==> config.mk <==
export PLATFORM = sky130hd
export DESIGN_NAME = edge_clear_capcmp
export DESIGN_NICKNAME = d
export VERILOG_FILES = /design/src/tmr_pkg.sv /design/src/edge_filter.sv /design/src/edge_clear_capcmp.sv
export VERILOG_INCLUDE_DIRS = /design/src
export SDC_FILE = /design/constraint.sdc
export NUM_CORES = 1
export LEC_CHECK = 0
export BUFFER_PORTS_ARGS = -buffer_cell sky130_fd_sc_hd__buf_2
export CORE_UTILIZATION = 52
export DETAILED_ROUTE_END_ITERATION = 16
export PLACE_DENSITY = 0.77
export SLEW_MARGIN = 10
export SYNTH_ARGS = -nofsm -noshare
export SYNTH_HDL_FRONTEND = slang
export SYNTH_SLANG_ARGS = --single-unit
==> constraint.sdc <==
create_clock -name sys_clk -period 2.9 [get_ports sys_clk]
set_input_delay 0.29 -clock sys_clk [delete_from_list [all_inputs] [get_ports sys_clk]]
set_output_delay 0.29 -clock sys_clk [all_outputs]
set_load 0.02 [all_outputs]
==> src/tmr_consts.svh <==
`ifndef TMR_CONSTS_SVH
`define TMR_CONSTS_SVH

// ****************************************************************
// Register offsets (byte addresses on the Avalon-MM slave).
// ****************************************************************
`define TMR_OFS_MODE      5'h00
`define TMR_OFS_CAPCTL    5'h04
`define TMR_OFS_OUTCTL    5'h08
`define TMR_OFS_PRESC     5'h0C
`define TMR_OFS_COUNTER   5'h10
`define TMR_OFS_CAPCMP0   5'h14
`define TMR_OFS_CAPCMP1   5'h18

// ****************************************************************
// Widths, field positions and field values.
// ****************************************************************
`define TMR_CNT_W         16
`define TMR_MODE_EDGE     2'h2
`define TMR_SRC_EDGE      2'h3
`define TMR_EDGE_FALL     2'h0
`define TMR_EDGE_RISE     2'h1
`define TMR_EDGE_BOTH     2'h3
`define TMR_BIT_EDGETOG   1
`define TMR_BIT_CAP0      0
`define TMR_BIT_REVPH     1
`define TMR_BIT_CAP1      2
`define TMR_BIT_OUTEN     0
`define TMR_BIT_TOG0      1
`define TMR_BIT_TOG1      2
`define TMR_CNT_MAX       16'hFFFF
`define TMR_CNT_ZERO      16'h0000

// ****************************************************************
// Reset values.
// ****************************************************************
`define TMR_RST_MODE      4'h0
`define TMR_RST_CAPCTL    3'h0
`define TMR_RST_OUTCTL    3'h0
`define TMR_RST_PRESC     8'h00
`define TMR_RST_CAPCMP    16'h0000
`define TMR_RST_RDATA     32'h0000_0000

`endif

==> src/tmr_pkg.sv <==
`include "tmr_consts.svh"

package tmr_pkg;

    // Filtered edge events of one input pin.
    typedef struct packed {
        logic rise;
        logic fall;
    } edge_evt_t;

    // State of one edge filter.
    typedef struct packed {
        logic [1:0] smp;
        logic       lvl;
        edge_evt_t  evt;
    } filt_state_t;

    // State of the timer core and its bus slave.
    typedef struct packed {
        logic [3:0]                modeCtl;
        logic [2:0]                capCtl;
        logic [2:0]                outCtl;
        logic [7:0]                prescSel;
        logic [1:0]                divCnt;
        logic [`TMR_CNT_W-1:0]     counter;
        logic                      cntMoved;
        logic [`TMR_CNT_W-1:0]     capcmpZero;
        logic [`TMR_CNT_W-1:0]     capcmpOne;
        logic                      outLevel;
        logic                      pinOut;
        logic                      irqZero;
        logic                      irqOne;
        logic                      ack;
        logic [31:0]               rdData;
    } tmr_state_t;

endpackage : tmr_pkg

==> src/edge_filter.sv <==
module edge_filter (
    input  wire logic              sys_clk,   // System clock.
    input  wire logic              rstSyncN,  // Synchronised reset, active low.
    input  wire logic              pinIn,     // Raw pin level.
    output tmr_pkg::edge_evt_t     evt        // One-cycle edge pulses.
);
    import tmr_pkg::*;

    filt_state_t st_r;
    filt_state_t st_nxt;

    // A new level is accepted only once seen on two samples in a row.
    always_comb begin
        st_nxt          = st_r;
        st_nxt.smp      = {st_r.smp[0], pinIn};
        st_nxt.evt.rise = 1'b0;
        st_nxt.evt.fall = 1'b0;
        if (st_r.smp[1] == st_r.smp[0] && st_r.smp[0] != st_r.lvl) begin
            st_nxt.lvl      = st_r.smp[0];
            st_nxt.evt.rise = st_r.smp[0];
            st_nxt.evt.fall = ~st_r.smp[0];
        end
    end

    // State register.
    always_ff @(posedge sys_clk or negedge rstSyncN) begin
        if (!rstSyncN) begin
            st_r <= '0;
        end else begin
            st_r <= st_nxt;
        end
    end

    assign evt = st_r.evt;

endmodule : edge_filter

==> src/edge_clear_capcmp.sv <==
// How it works
// - Mode select bits equal to binary 10 enable the edge clear-and-restart mode.
// - Without a primary edge the counter wraps past its maximum and keeps counting.
// - A compare match raises that register's interrupt and leaves the counter alone.
// - Both capturing: secondary edge or opposite primary phase loads register zero.
// - A primary valid edge loads register one, raises irq one, clears counter.
// - Edge toggle clear: output flips only on compare matches.
// - Edge toggle set: output also flips on each primary valid edge.
// - Counter equal to register zero raises irq zero and may flip the output.
// - Capture one with edge toggle: capture, irq, clear and flip in one event.
// - Reverse phase: the selected primary edge clears, the opposite edge captures into zero.
// - Reverse-phase captures into register zero raise no interrupt.
// - Secondary valid edges still raise irq zero in reverse-phase capture.
// - Output flips on clearing edge and on register one compare match.
// - Both-edge primary selection captures, clears and flips on every edge.
// - The timer output is unavailable while secondary edge detection is used.
// - Reverse phase with a secondary edge raises irq zero without capturing.
//
// The Avalon-MM register port and the register offsets are this design's own decisions.
`include "tmr_consts.svh"

module edge_clear_capcmp #(
    parameter int CNT_W = 16                     // Counter width.
) (
    input  wire logic              sys_clk,            // System clock, 40 MHz.
    input  wire logic              arst_n,             // Asynchronous reset, active low.
    input  wire logic [4:0]        avs_address,        // Byte address.
    input  wire logic              avs_read,           // Read request.
    input  wire logic              avs_write,          // Write request.
    input  wire logic [31:0]       avs_writedata,      // Write data.
    input  wire logic [3:0]        avs_byteenable,     // Byte enables.
    output logic [31:0]            avs_readdata,       // Read data.
    output logic                   avs_waitrequest,    // Stall until answered.
    input  wire logic              edgeInputPrimary,   // Clear and capture trigger.
    input  wire logic              edgeInputSecondary, // Register zero capture trigger.
    output logic                   timerOutputPin,     // Timer output level.
    output logic                   irqZero,            // Interrupt zero pulse.
    output logic                   irqOne              // Interrupt one pulse.
);
    import tmr_pkg::*;

    // ****************************************************************
    // Elaboration checks.
    // ****************************************************************
    if (CNT_W != `TMR_CNT_W) begin : g_bad_width
        $error("Counter width must be 16.");
    end

    // ****************************************************************
    // Functions.
    // ****************************************************************

    // Returns whether an event matches an edge selection.
    function automatic logic edgeHit(input logic [1:0] sel, input edge_evt_t e);
        logic hit;
        hit = 1'b0;
        case (sel)
            `TMR_EDGE_FALL: hit = e.fall;
            `TMR_EDGE_RISE: hit = e.rise;
            `TMR_EDGE_BOTH: hit = e.rise | e.fall;
            default:        hit = 1'b0;
        endcase
        return hit;
    endfunction : edgeHit

    // Merges the low two byte lanes of a write into a 16-bit field.
    function automatic logic [15:0] laneMerge(input logic [15:0] old,
                                              input logic [31:0] wd,
                                              input logic [3:0]  be);
        logic [15:0] v;
        v = old;
        if (be[0]) begin
            v[7:0] = wd[7:0];
        end
        if (be[1]) begin
            v[15:8] = wd[15:8];
        end
        return v;
    endfunction : laneMerge

    // ****************************************************************
    // Reset release.
    // ****************************************************************
    logic [1:0]  rstPipe_r;
    logic        rstSyncN;

    // Two flops release the reset in step with the clock.
    always_ff @(posedge sys_clk or negedge arst_n) begin
        if (!arst_n) begin
            rstPipe_r <= 2'h0;
        end else begin
            rstPipe_r <= {rstPipe_r[0], 1'b1};
        end
    end
    assign rstSyncN = rstPipe_r[1];

    // ****************************************************************
    // Edge detection.
    // ****************************************************************
    edge_evt_t   primEvtRaw;
    edge_evt_t   secEvtRaw;

    edge_filter u_prim (
        .sys_clk  (sys_clk),
        .rstSyncN (rstSyncN),
        .pinIn    (edgeInputPrimary),
        .evt      (primEvtRaw)
    );

    edge_filter u_sec (
        .sys_clk  (sys_clk),
        .rstSyncN (rstSyncN),
        .pinIn    (edgeInputSecondary),
        .evt      (secEvtRaw)
    );

    // ****************************************************************
    // Decoded controls and events.
    // ****************************************************************
    tmr_state_t  st_r;
    tmr_state_t  st_nxt;
    logic        modeOn;
    logic        srcIsEdge;
    logic        cap0Mode;
    logic        cap1Mode;
    logic        revPhase;
    logic        edgeTog;
    logic        secUsed;
    logic        tick;
    logic        primEdge;
    logic        primRev;
    logic        secEdge;
    logic        matchZero;
    logic        matchOne;
    logic        togEvt;
    logic        busGo;
    logic        busDone;

    // Control fields as the timer logic sees them.
    assign modeOn    = st_r.modeCtl[3:2] == `TMR_MODE_EDGE;
    assign srcIsEdge = st_r.prescSel[1:0] == `TMR_SRC_EDGE;
    assign cap0Mode  = st_r.capCtl[`TMR_BIT_CAP0];
    assign cap1Mode  = st_r.capCtl[`TMR_BIT_CAP1];
    assign revPhase  = st_r.capCtl[`TMR_BIT_REVPH];
    assign edgeTog   = st_r.modeCtl[`TMR_BIT_EDGETOG];
    assign secUsed   = cap0Mode && !revPhase;

    // Count tick: every clock, every second or every fourth clock.
    assign tick = (st_r.prescSel[1:0] == 2'h0)
               || (st_r.prescSel[1:0] == 2'h1 && st_r.divCnt[0])
               || (st_r.prescSel[1:0] == 2'h2 && st_r.divCnt == 2'h3);

    // Valid edges; both-edge selection has no opposite phase.
    assign primEdge = modeOn && edgeHit(st_r.prescSel[5:4], primEvtRaw);
    assign primRev  = modeOn
                   && ((st_r.prescSel[5:4] == `TMR_EDGE_RISE && primEvtRaw.fall)
                   ||  (st_r.prescSel[5:4] == `TMR_EDGE_FALL && primEvtRaw.rise));
    assign secEdge  = modeOn && edgeHit(st_r.prescSel[7:6], secEvtRaw);

    // A match fires once for each new counter value that equals the register.
    assign matchZero = modeOn && !cap0Mode && st_r.cntMoved
                    && st_r.counter == st_r.capcmpZero;
    assign matchOne  = modeOn && !cap1Mode && st_r.cntMoved
                    && st_r.counter == st_r.capcmpOne;

    // Output flips on enabled matches and, with edge toggle, on clearing edges.
    assign togEvt = (matchZero && st_r.outCtl[`TMR_BIT_TOG0])
                 || (matchOne  && st_r.outCtl[`TMR_BIT_TOG1])
                 || (primEdge  && edgeTog);

    assign busGo = (avs_read || avs_write) && !st_r.ack;
    // A write lands at the edge that ends its transfer, where waitrequest is low.
    assign busDone = (avs_read || avs_write) && st_r.ack;

    // ****************************************************************
    // Next state.
    // ****************************************************************

    // Bus access first, so that hardware captures below win over writes.
    always_comb begin
        st_nxt          = st_r;
        st_nxt.irqZero  = 1'b0;
        st_nxt.irqOne   = 1'b0;
        st_nxt.divCnt   = st_r.divCnt + 2'h1;
        st_nxt.ack      = busGo;
        st_nxt.cntMoved = 1'b0;
        if (busDone && avs_write) begin
            if (avs_address == `TMR_OFS_MODE) begin
                st_nxt.modeCtl = 4'(laneMerge({12'h000, st_r.modeCtl},
                                              avs_writedata, avs_byteenable));
            end else if (avs_address == `TMR_OFS_CAPCTL) begin
                st_nxt.capCtl = 3'(laneMerge({13'h0000, st_r.capCtl},
                                             avs_writedata, avs_byteenable));
            end else if (avs_address == `TMR_OFS_OUTCTL) begin
                st_nxt.outCtl = 3'(laneMerge({13'h0000, st_r.outCtl},
                                             avs_writedata, avs_byteenable));
            end else if (avs_address == `TMR_OFS_PRESC) begin
                st_nxt.prescSel = 8'(laneMerge({8'h00, st_r.prescSel},
                                               avs_writedata, avs_byteenable));
            end else if (avs_address == `TMR_OFS_CAPCMP0) begin
                st_nxt.capcmpZero = laneMerge(st_r.capcmpZero, avs_writedata,
                                              avs_byteenable);
            end else if (avs_address == `TMR_OFS_CAPCMP1) begin
                st_nxt.capcmpOne = laneMerge(st_r.capcmpOne, avs_writedata,
                                             avs_byteenable);
            end
        end
        if (busGo && avs_read) begin
            if (avs_address == `TMR_OFS_MODE) begin
                st_nxt.rdData = {28'h000_0000, st_r.modeCtl};
            end else if (avs_address == `TMR_OFS_CAPCTL) begin
                st_nxt.rdData = {29'h0000_0000, st_r.capCtl};
            end else if (avs_address == `TMR_OFS_OUTCTL) begin
                st_nxt.rdData = {29'h0000_0000, st_r.outCtl};
            end else if (avs_address == `TMR_OFS_PRESC) begin
                st_nxt.rdData = {24'h00_0000, st_r.prescSel};
            end else if (avs_address == `TMR_OFS_COUNTER) begin
                st_nxt.rdData = {16'h0000, st_r.counter};
            end else if (avs_address == `TMR_OFS_CAPCMP0) begin
                st_nxt.rdData = {16'h0000, st_r.capcmpZero};
            end else if (avs_address == `TMR_OFS_CAPCMP1) begin
                st_nxt.rdData = {16'h0000, st_r.capcmpOne};
            end else begin
                st_nxt.rdData = `TMR_RST_RDATA;
            end
        end

        // Counter: held clear when off or on the edge source, cleared by the primary edge, else counting.
        if (!modeOn || srcIsEdge) begin
            st_nxt.counter = `TMR_CNT_ZERO;
        end else if (primEdge) begin
            st_nxt.counter  = `TMR_CNT_ZERO;
            st_nxt.cntMoved = 1'b1;
        end else if (tick) begin
            st_nxt.counter  = st_r.counter + 16'h0001;
            st_nxt.cntMoved = 1'b1;
        end

        // Register one captures on the primary edge, before the clear.
        if (cap1Mode && primEdge) begin
            st_nxt.capcmpOne = st_r.counter;
        end
        if (primEdge && cap1Mode) begin
            st_nxt.irqOne = 1'b1;
        end
        if (matchOne) begin
            st_nxt.irqOne = 1'b1;
        end

        // Register zero: secondary edge or opposite primary phase.
        if (cap0Mode && !revPhase && secEdge) begin
            st_nxt.capcmpZero = st_r.counter;
        end
        if (cap0Mode && revPhase && primRev) begin
            st_nxt.capcmpZero = st_r.counter;
        end
        if ((cap0Mode && secEdge) || matchZero) begin
            st_nxt.irqZero = 1'b1;
        end

        // Output level and the pin, which is blocked while the secondary is used.
        if (togEvt) begin
            st_nxt.outLevel = ~st_r.outLevel;
        end
        st_nxt.pinOut = st_nxt.outLevel && st_nxt.outCtl[`TMR_BIT_OUTEN]
                     && !(st_nxt.capCtl[`TMR_BIT_CAP0]
                     && !st_nxt.capCtl[`TMR_BIT_REVPH]);
    end

    // State register.
    always_ff @(posedge sys_clk or negedge rstSyncN) begin
        if (!rstSyncN) begin
            st_r            <= '0;
            st_r.modeCtl    <= `TMR_RST_MODE;
            st_r.capCtl     <= `TMR_RST_CAPCTL;
            st_r.outCtl     <= `TMR_RST_OUTCTL;
            st_r.prescSel   <= `TMR_RST_PRESC;
            st_r.capcmpZero <= `TMR_RST_CAPCMP;
            st_r.capcmpOne  <= `TMR_RST_CAPCMP;
            st_r.rdData     <= `TMR_RST_RDATA;
        end else begin
            st_r <= st_nxt;
        end
    end

    // ****************************************************************
    // Outputs.
    // ****************************************************************
    assign avs_readdata    = st_r.rdData;
    assign avs_waitrequest = (avs_read || avs_write) && !st_r.ack;
    assign timerOutputPin  = st_r.pinOut;
    assign irqZero         = st_r.irqZero;
    assign irqOne          = st_r.irqOne;
endmodule : edge_clear_capcmp

==> impl.org <==
** Run status
- Status :: complete, no violations

** Drt
- After detailed routing, the number of vias per cell comes to 5.74.
- In this run the remaining antenna-violating nets after routing total 0.
- Routed len/inst :: approximately 17 um
- Total wirelength of the detailed-routed design :: 12000 um
- Violation count after the first detailed-routing iteration :: around 370
- Via count :: approximately 4000
- Number of remaining DRC errors :: 0
- First-pass iteration count of the detailed router :: 8

** Floorplan
- In this run the vertical extent of the chip is 105 um.
- From left edge to right edge, the die measures 105 um.
- The initial utilization of the core area, before any placement, comes to 0.534.
- between 80 and 90 I/O pins were placed.
- After floorplanning, the core was sized to cover approximately 0.010 mm2.
- Placement row count :: 37
- The die covers 0.0110 mm2.

** Final layout
- The area growth from synthesis to layout is 6.06%.
- In the final layout, the share of cells above drive strength 1 is 0.178.
- The finished layout holds 705 standard cells, fillers aside.
- In the final layout, the multi-input gates occupy around 0.0026 mm2.
- The sequential cells in the finished layout cover a total of 0.00256 mm2.
- The number of antenna diodes in the final layout is 0.
- Final design instance area without fill :: between 0.005 and 0.006 mm2
- Fill cells in the final layout number about 870.
- Measured on the finished design, the core utilization comes to 0.567.
- Final layout net count :: 613

** Synthesis
- Syn. warnings :: 0
- Of the total synthesized cell area, the portion taken by AND, OR, NAND and NOR gates is 0.156.
- The portion of synthesized area spent on multiplexers is 0.0962.
- Largest family of logic cells by synthesized area :: simple AND/OR/NAND/NOR gates
- Of the total synthesized cell area, the portion taken by XOR and XNOR cells is 0.0762.
- A synthesized cell averages roughly 10 um2.
- Number of flops mapped to enable cells by yosys :: 0
- The cell area that synthesis handed to floorplanning was 0.00552 mm2.
- Distinct cells, synth :: 54
- In the synthesized netlist the async set-or-reset flop fraction comes to 1.00.
- In the synthesized netlist the dominant register cell turns out to be sky130_fd_sc_hd__dfrtp_1.
- The synthesized design contains about 100 register bits.
- Of the total synthesized cell area, the portion taken by full adders, half adders and majority gates is 0.00817.
- Synthesized netlist cell count :: about 550
- Of the synthesized area, sequential elements account for 0.463.
- Area fraction in compound gates after synthesis :: 0.119

** Timing
- Setup violations remaining at the end of the flow were counted as 0.
- Between clock sinks in the finished design, the worst skew comes to 0.0133 ns.
- Subtracting the final worst setup slack from the clock period gives 2.31 ns.
- Aggregate negative setup slack :: 0 ns
- The number of pins exceeding their max-slew limit in the final report was 0.
- Peak Freq :: about 430 MHz
- Worst-Margin Slew :: about 1.0 ns
- Number of hold-slack violations in the final timing report :: 0
- Setup repair after global routing missed its margin :: false
- Of the available clock period, the critical path in the final layout requires 0.795.
- Headroom to the max-slew limit :: 0.300

** Clock network
- TritonCTS built the clock tree.
- After clock tree synthesis, the clock-pin slew on the worst setup and hold paths is ~0.09 ns.
- The tree is rooted in a sky130_fd_sc_hd__clkbuf_8.
- Number of post-CTS setup repair buffers :: 0
- The number of gates resized after CTS was 0.
- Maximum clock insertion buffer count :: 2
- CTS built an H-tree with a depth of 3.
- Total CTS buffers :: 9
- The later pin in the worst-skew pair is clocked with a latency of 0.37 ns.
- CTS saw about 100 sinks.

** Power
- Of the total power, registers draw 0.571.
- Clk pwr share :: 0.308
- Power spread over the standard cell area amounts to between 400 and 500 mW/mm2.
- Combinational fraction of design power :: 0.121
- Static Leak :: 2.71 nW
- Post-route total power :: around 2.8 mW
- Of the total power, the share spent switching nets is 0.287.
- IR analysis of the VDD net gives a maximum drop of roughly 0.00025 V.
- Reported net switching power :: just over 0.8 mW
- The internal portion of the total power is 2.03 mW.

** Hold path
- The worst hold path begins at edgeInputPrimary.
- Worst hold path cell count :: 1
- The worst hold path terminates at u_prim.st_nxt[4].
- In this run the worst hold path is classified as input pin to flip-flop.

** Job
- Maximum Capacitance Violations :: 0

** Worst setup path
- Setup crit end kind :: flip-flop
- Data on the critical path is required at its endpoint by between 3 and 4 ns.
- Counting cells, the worst reg-to-reg path comes to 5.
- Endpoint of the worst-slack reg-to-reg timing path :: st_r[41]
- R2R setup slack :: slightly below 0.6 ns
- The critical path is of the flip-flop to flip-flop type.
- The worst setup path is launched from a flip-flop.
- Of all nets on the critical path, the largest fanout is 16.
- Arr. time, crit path :: around 2.5 ns
- RR Startpoint :: st_r[93]

** Placement
- At the end of routability-driven placement, the weighted congestion stood at about 0.88.
- Summing all placed instances gives a cell area of about 0.0056 mm2.
- In this run, placement finished with an instance count of between 600 and 700.
- Post-DP HPWL :: slightly below 9000 um
- During placement, the flow inserted port buffers numbering 48.

** Global routing
- Number of global-route vias before repair :: about 3900
- First-pass GRT wire length :: approximately 20000 um
- GRT overflow :: 0
- Entering global routing, the biggest net connects 44 pins.
- The number of antenna violations at the first check in global routing was 0.
- Overall Global Routing Usage :: 0.228
-- final cells by class --
type                    count  area share
clock buffers              11      0.0259
clock inverters             5     0.00706
inverters                   9     0.00577
multi-input cells         384       0.441
flip-flops and latches    102       0.437
well taps                 136      0.0291
repair buffers             58      0.0543
-- power groups by stage --
| stage | clock network, mW | registers, mW | logic, mW |
|---|---|---|---|
| floorplan | 0 | 1.63 | 0.276 |
| global placement | 0 | 1.64 | 0.332 |
| detailed placement | 0 | 1.65 | 0.342 |
| CTS | 0.890 | 1.62 | 0.344 |
| global route | 0.949 | 1.64 | 0.381 |
| finish | 0.875 | 1.62 | 0.343 |
-- Yosys cell counts, types with 3 or more instances --
library cell               count  share of area
sky130_fd_sc_hd__dfrtp_1     102           0.46
sky130_fd_sc_hd__nand2_1      58          0.039
sky130_fd_sc_hd__o21ai_0      40          0.036
sky130_fd_sc_hd__mux2i_1      35          0.064
sky130_fd_sc_hd__buf_4        34          0.046
sky130_fd_sc_hd__nor2_1       34          0.023
sky130_fd_sc_hd__xor2_1       32          0.051
sky130_fd_sc_hd__clkbuf_1     27          0.018
sky130_fd_sc_hd__a21oi_1      23          0.021
sky130_fd_sc_hd__mux2_2       16          0.033
sky130_fd_sc_hd__xnor2_1      16          0.025
sky130_fd_sc_hd__a22oi_1      10          0.014
sky130_fd_sc_hd__buf_2        10         0.0091
sky130_fd_sc_hd__nand3_1      10         0.0091
sky130_fd_sc_hd__a222oi_1      9          0.016
sky130_fd_sc_hd__inv_1         9         0.0061
sky130_fd_sc_hd__and3_1        6         0.0068
sky130_fd_sc_hd__nand2b_1      6         0.0068
sky130_fd_sc_hd__nand4_1       6         0.0068
sky130_fd_sc_hd__nor2b_1       6         0.0068
sky130_fd_sc_hd__a22o_1        5         0.0079
sky130_fd_sc_hd__nor4_1        5         0.0057
sky130_fd_sc_hd__nor3b_1       4         0.0054
sky130_fd_sc_hd__nor4b_4       3          0.013
sky130_fd_sc_hd__o21ai_1       3         0.0027
sky130_fd_sc_hd__or3_1         3         0.0034
-- critical path: stages (launching register included) --
cell                       delay [ns]
sky130_fd_sc_hd__dfrtp_1         0.45
sky130_fd_sc_hd__a21o_1          0.20
sky130_fd_sc_hd__a21oi_1         0.24
sky130_fd_sc_hd__nand3b_1        0.17
sky130_fd_sc_hd__a21boi_1        0.85
sky130_fd_sc_hd__o21ai_0         0.23
-- metal layers --
| metal | global-route usage | share of wire |
|---|---|---|
| met1 | 0.319 | 0.44 |
| met2 | 0.364 | 0.47 |
| met3 | 0.0368 | 0.069 |
| met4 | 0.0684 | 0.022 |
| met5 | 0 | 0 |
-- per-stage QoR --
step	hold WS, ns	setup slack [ns]
2_1_floorplan	-0.00559	1.09
3_3_place_gp	0.0768	0.594
3_5_place_dp	0.0805	0.552
4_1_cts	0.0135	0.635
5_1_grt	0.0161	0.413
6_report	0.0258	0.593
-- state kept, by name (all words and copies together) (netlist names), 2 cells and up --
name and flops:
st_r 67, avs_readdata 16, rstPipe_r 2, u_prim.evt 2, u_prim.st_r 2, u_sec.evt 2
u_sec.st_r 2
-- how the worst max path moves through the flow --
stage	startpoint	to	slack, ns	depth (start not counted)
after floorplan	st_r[93]	st_r[42]	1.09	7
after global placement	avs_address[1]	st_r[40]	0.59	6
after detailed placement	avs_address[1]	st_r[44]	0.55	6
after CTS	st_r[93]	st_r[44]	0.63	5
after global routing	st_r[93]	st_r[38]	0.41	5
final	st_r[93]	st_r[41]	0.59	5
-- cell usage in the layout, fill, tap and decap left out, types with 3 or more instances in the layout --
cell type / Yosys / final
sky130_fd_sc_hd__dfrtp_1: 102 / 101
sky130_fd_sc_hd__nor4b_4: 3 / 3
sky130_fd_sc_hd__o21ai_1: 3 / 3
sky130_fd_sc_hd__inv_1: 9 / 9
sky130_fd_sc_hd__and3_1: 6 / 6
sky130_fd_sc_hd__o21ai_0: 40 / 40
sky130_fd_sc_hd__clkbuf_8: 0 / 11
sky130_fd_sc_hd__or3_1: 3 / 3
sky130_fd_sc_hd__mux2_2: 16 / 16
sky130_fd_sc_hd__buf_4: 34 / 9
sky130_fd_sc_hd__xor2_1: 32 / 32
sky130_fd_sc_hd__nand2b_1: 6 / 6
sky130_fd_sc_hd__nor3b_1: 4 / 4
sky130_fd_sc_hd__nor2_1: 34 / 34
sky130_fd_sc_hd__a21oi_1: 23 / 23
sky130_fd_sc_hd__xnor2_1: 16 / 16
sky130_fd_sc_hd__nand3_1: 10 / 10
sky130_fd_sc_hd__nand2_1: 58 / 58
sky130_fd_sc_hd__nand4_1: 6 / 6
sky130_fd_sc_hd__a22oi_1: 10 / 10
sky130_fd_sc_hd__mux2i_1: 35 / 35
sky130_fd_sc_hd__a222oi_1: 9 / 9
sky130_fd_sc_hd__nor2b_1: 6 / 6
sky130_fd_sc_hd__nor4_1: 5 / 5
sky130_fd_sc_hd__conb_1: 2 / 17
sky130_fd_sc_hd__buf_2: 10 / 48
sky130_fd_sc_hd__a22o_1: 5 / 5
-- what timing repair did --
action / 4_1_cts / 5_1_grt
setup endpoints to repair: 0 / 0
hold buffers: 1 / 0
hold endpoints to repair: 2 / 0
-- cells by family (layout without fill, tap and decap cells) --
group	after synthesis	after routing
AOI/OAI and AO/OA	105	105
adders and majority gates	4	4
muxes	51	51
and+or+nand+nor	159	159
other	2	17
xor gates and xnor gates	48	48
DFF	102	102
buffers and inverters	80	83
Power figures use the tool's default switching activity.
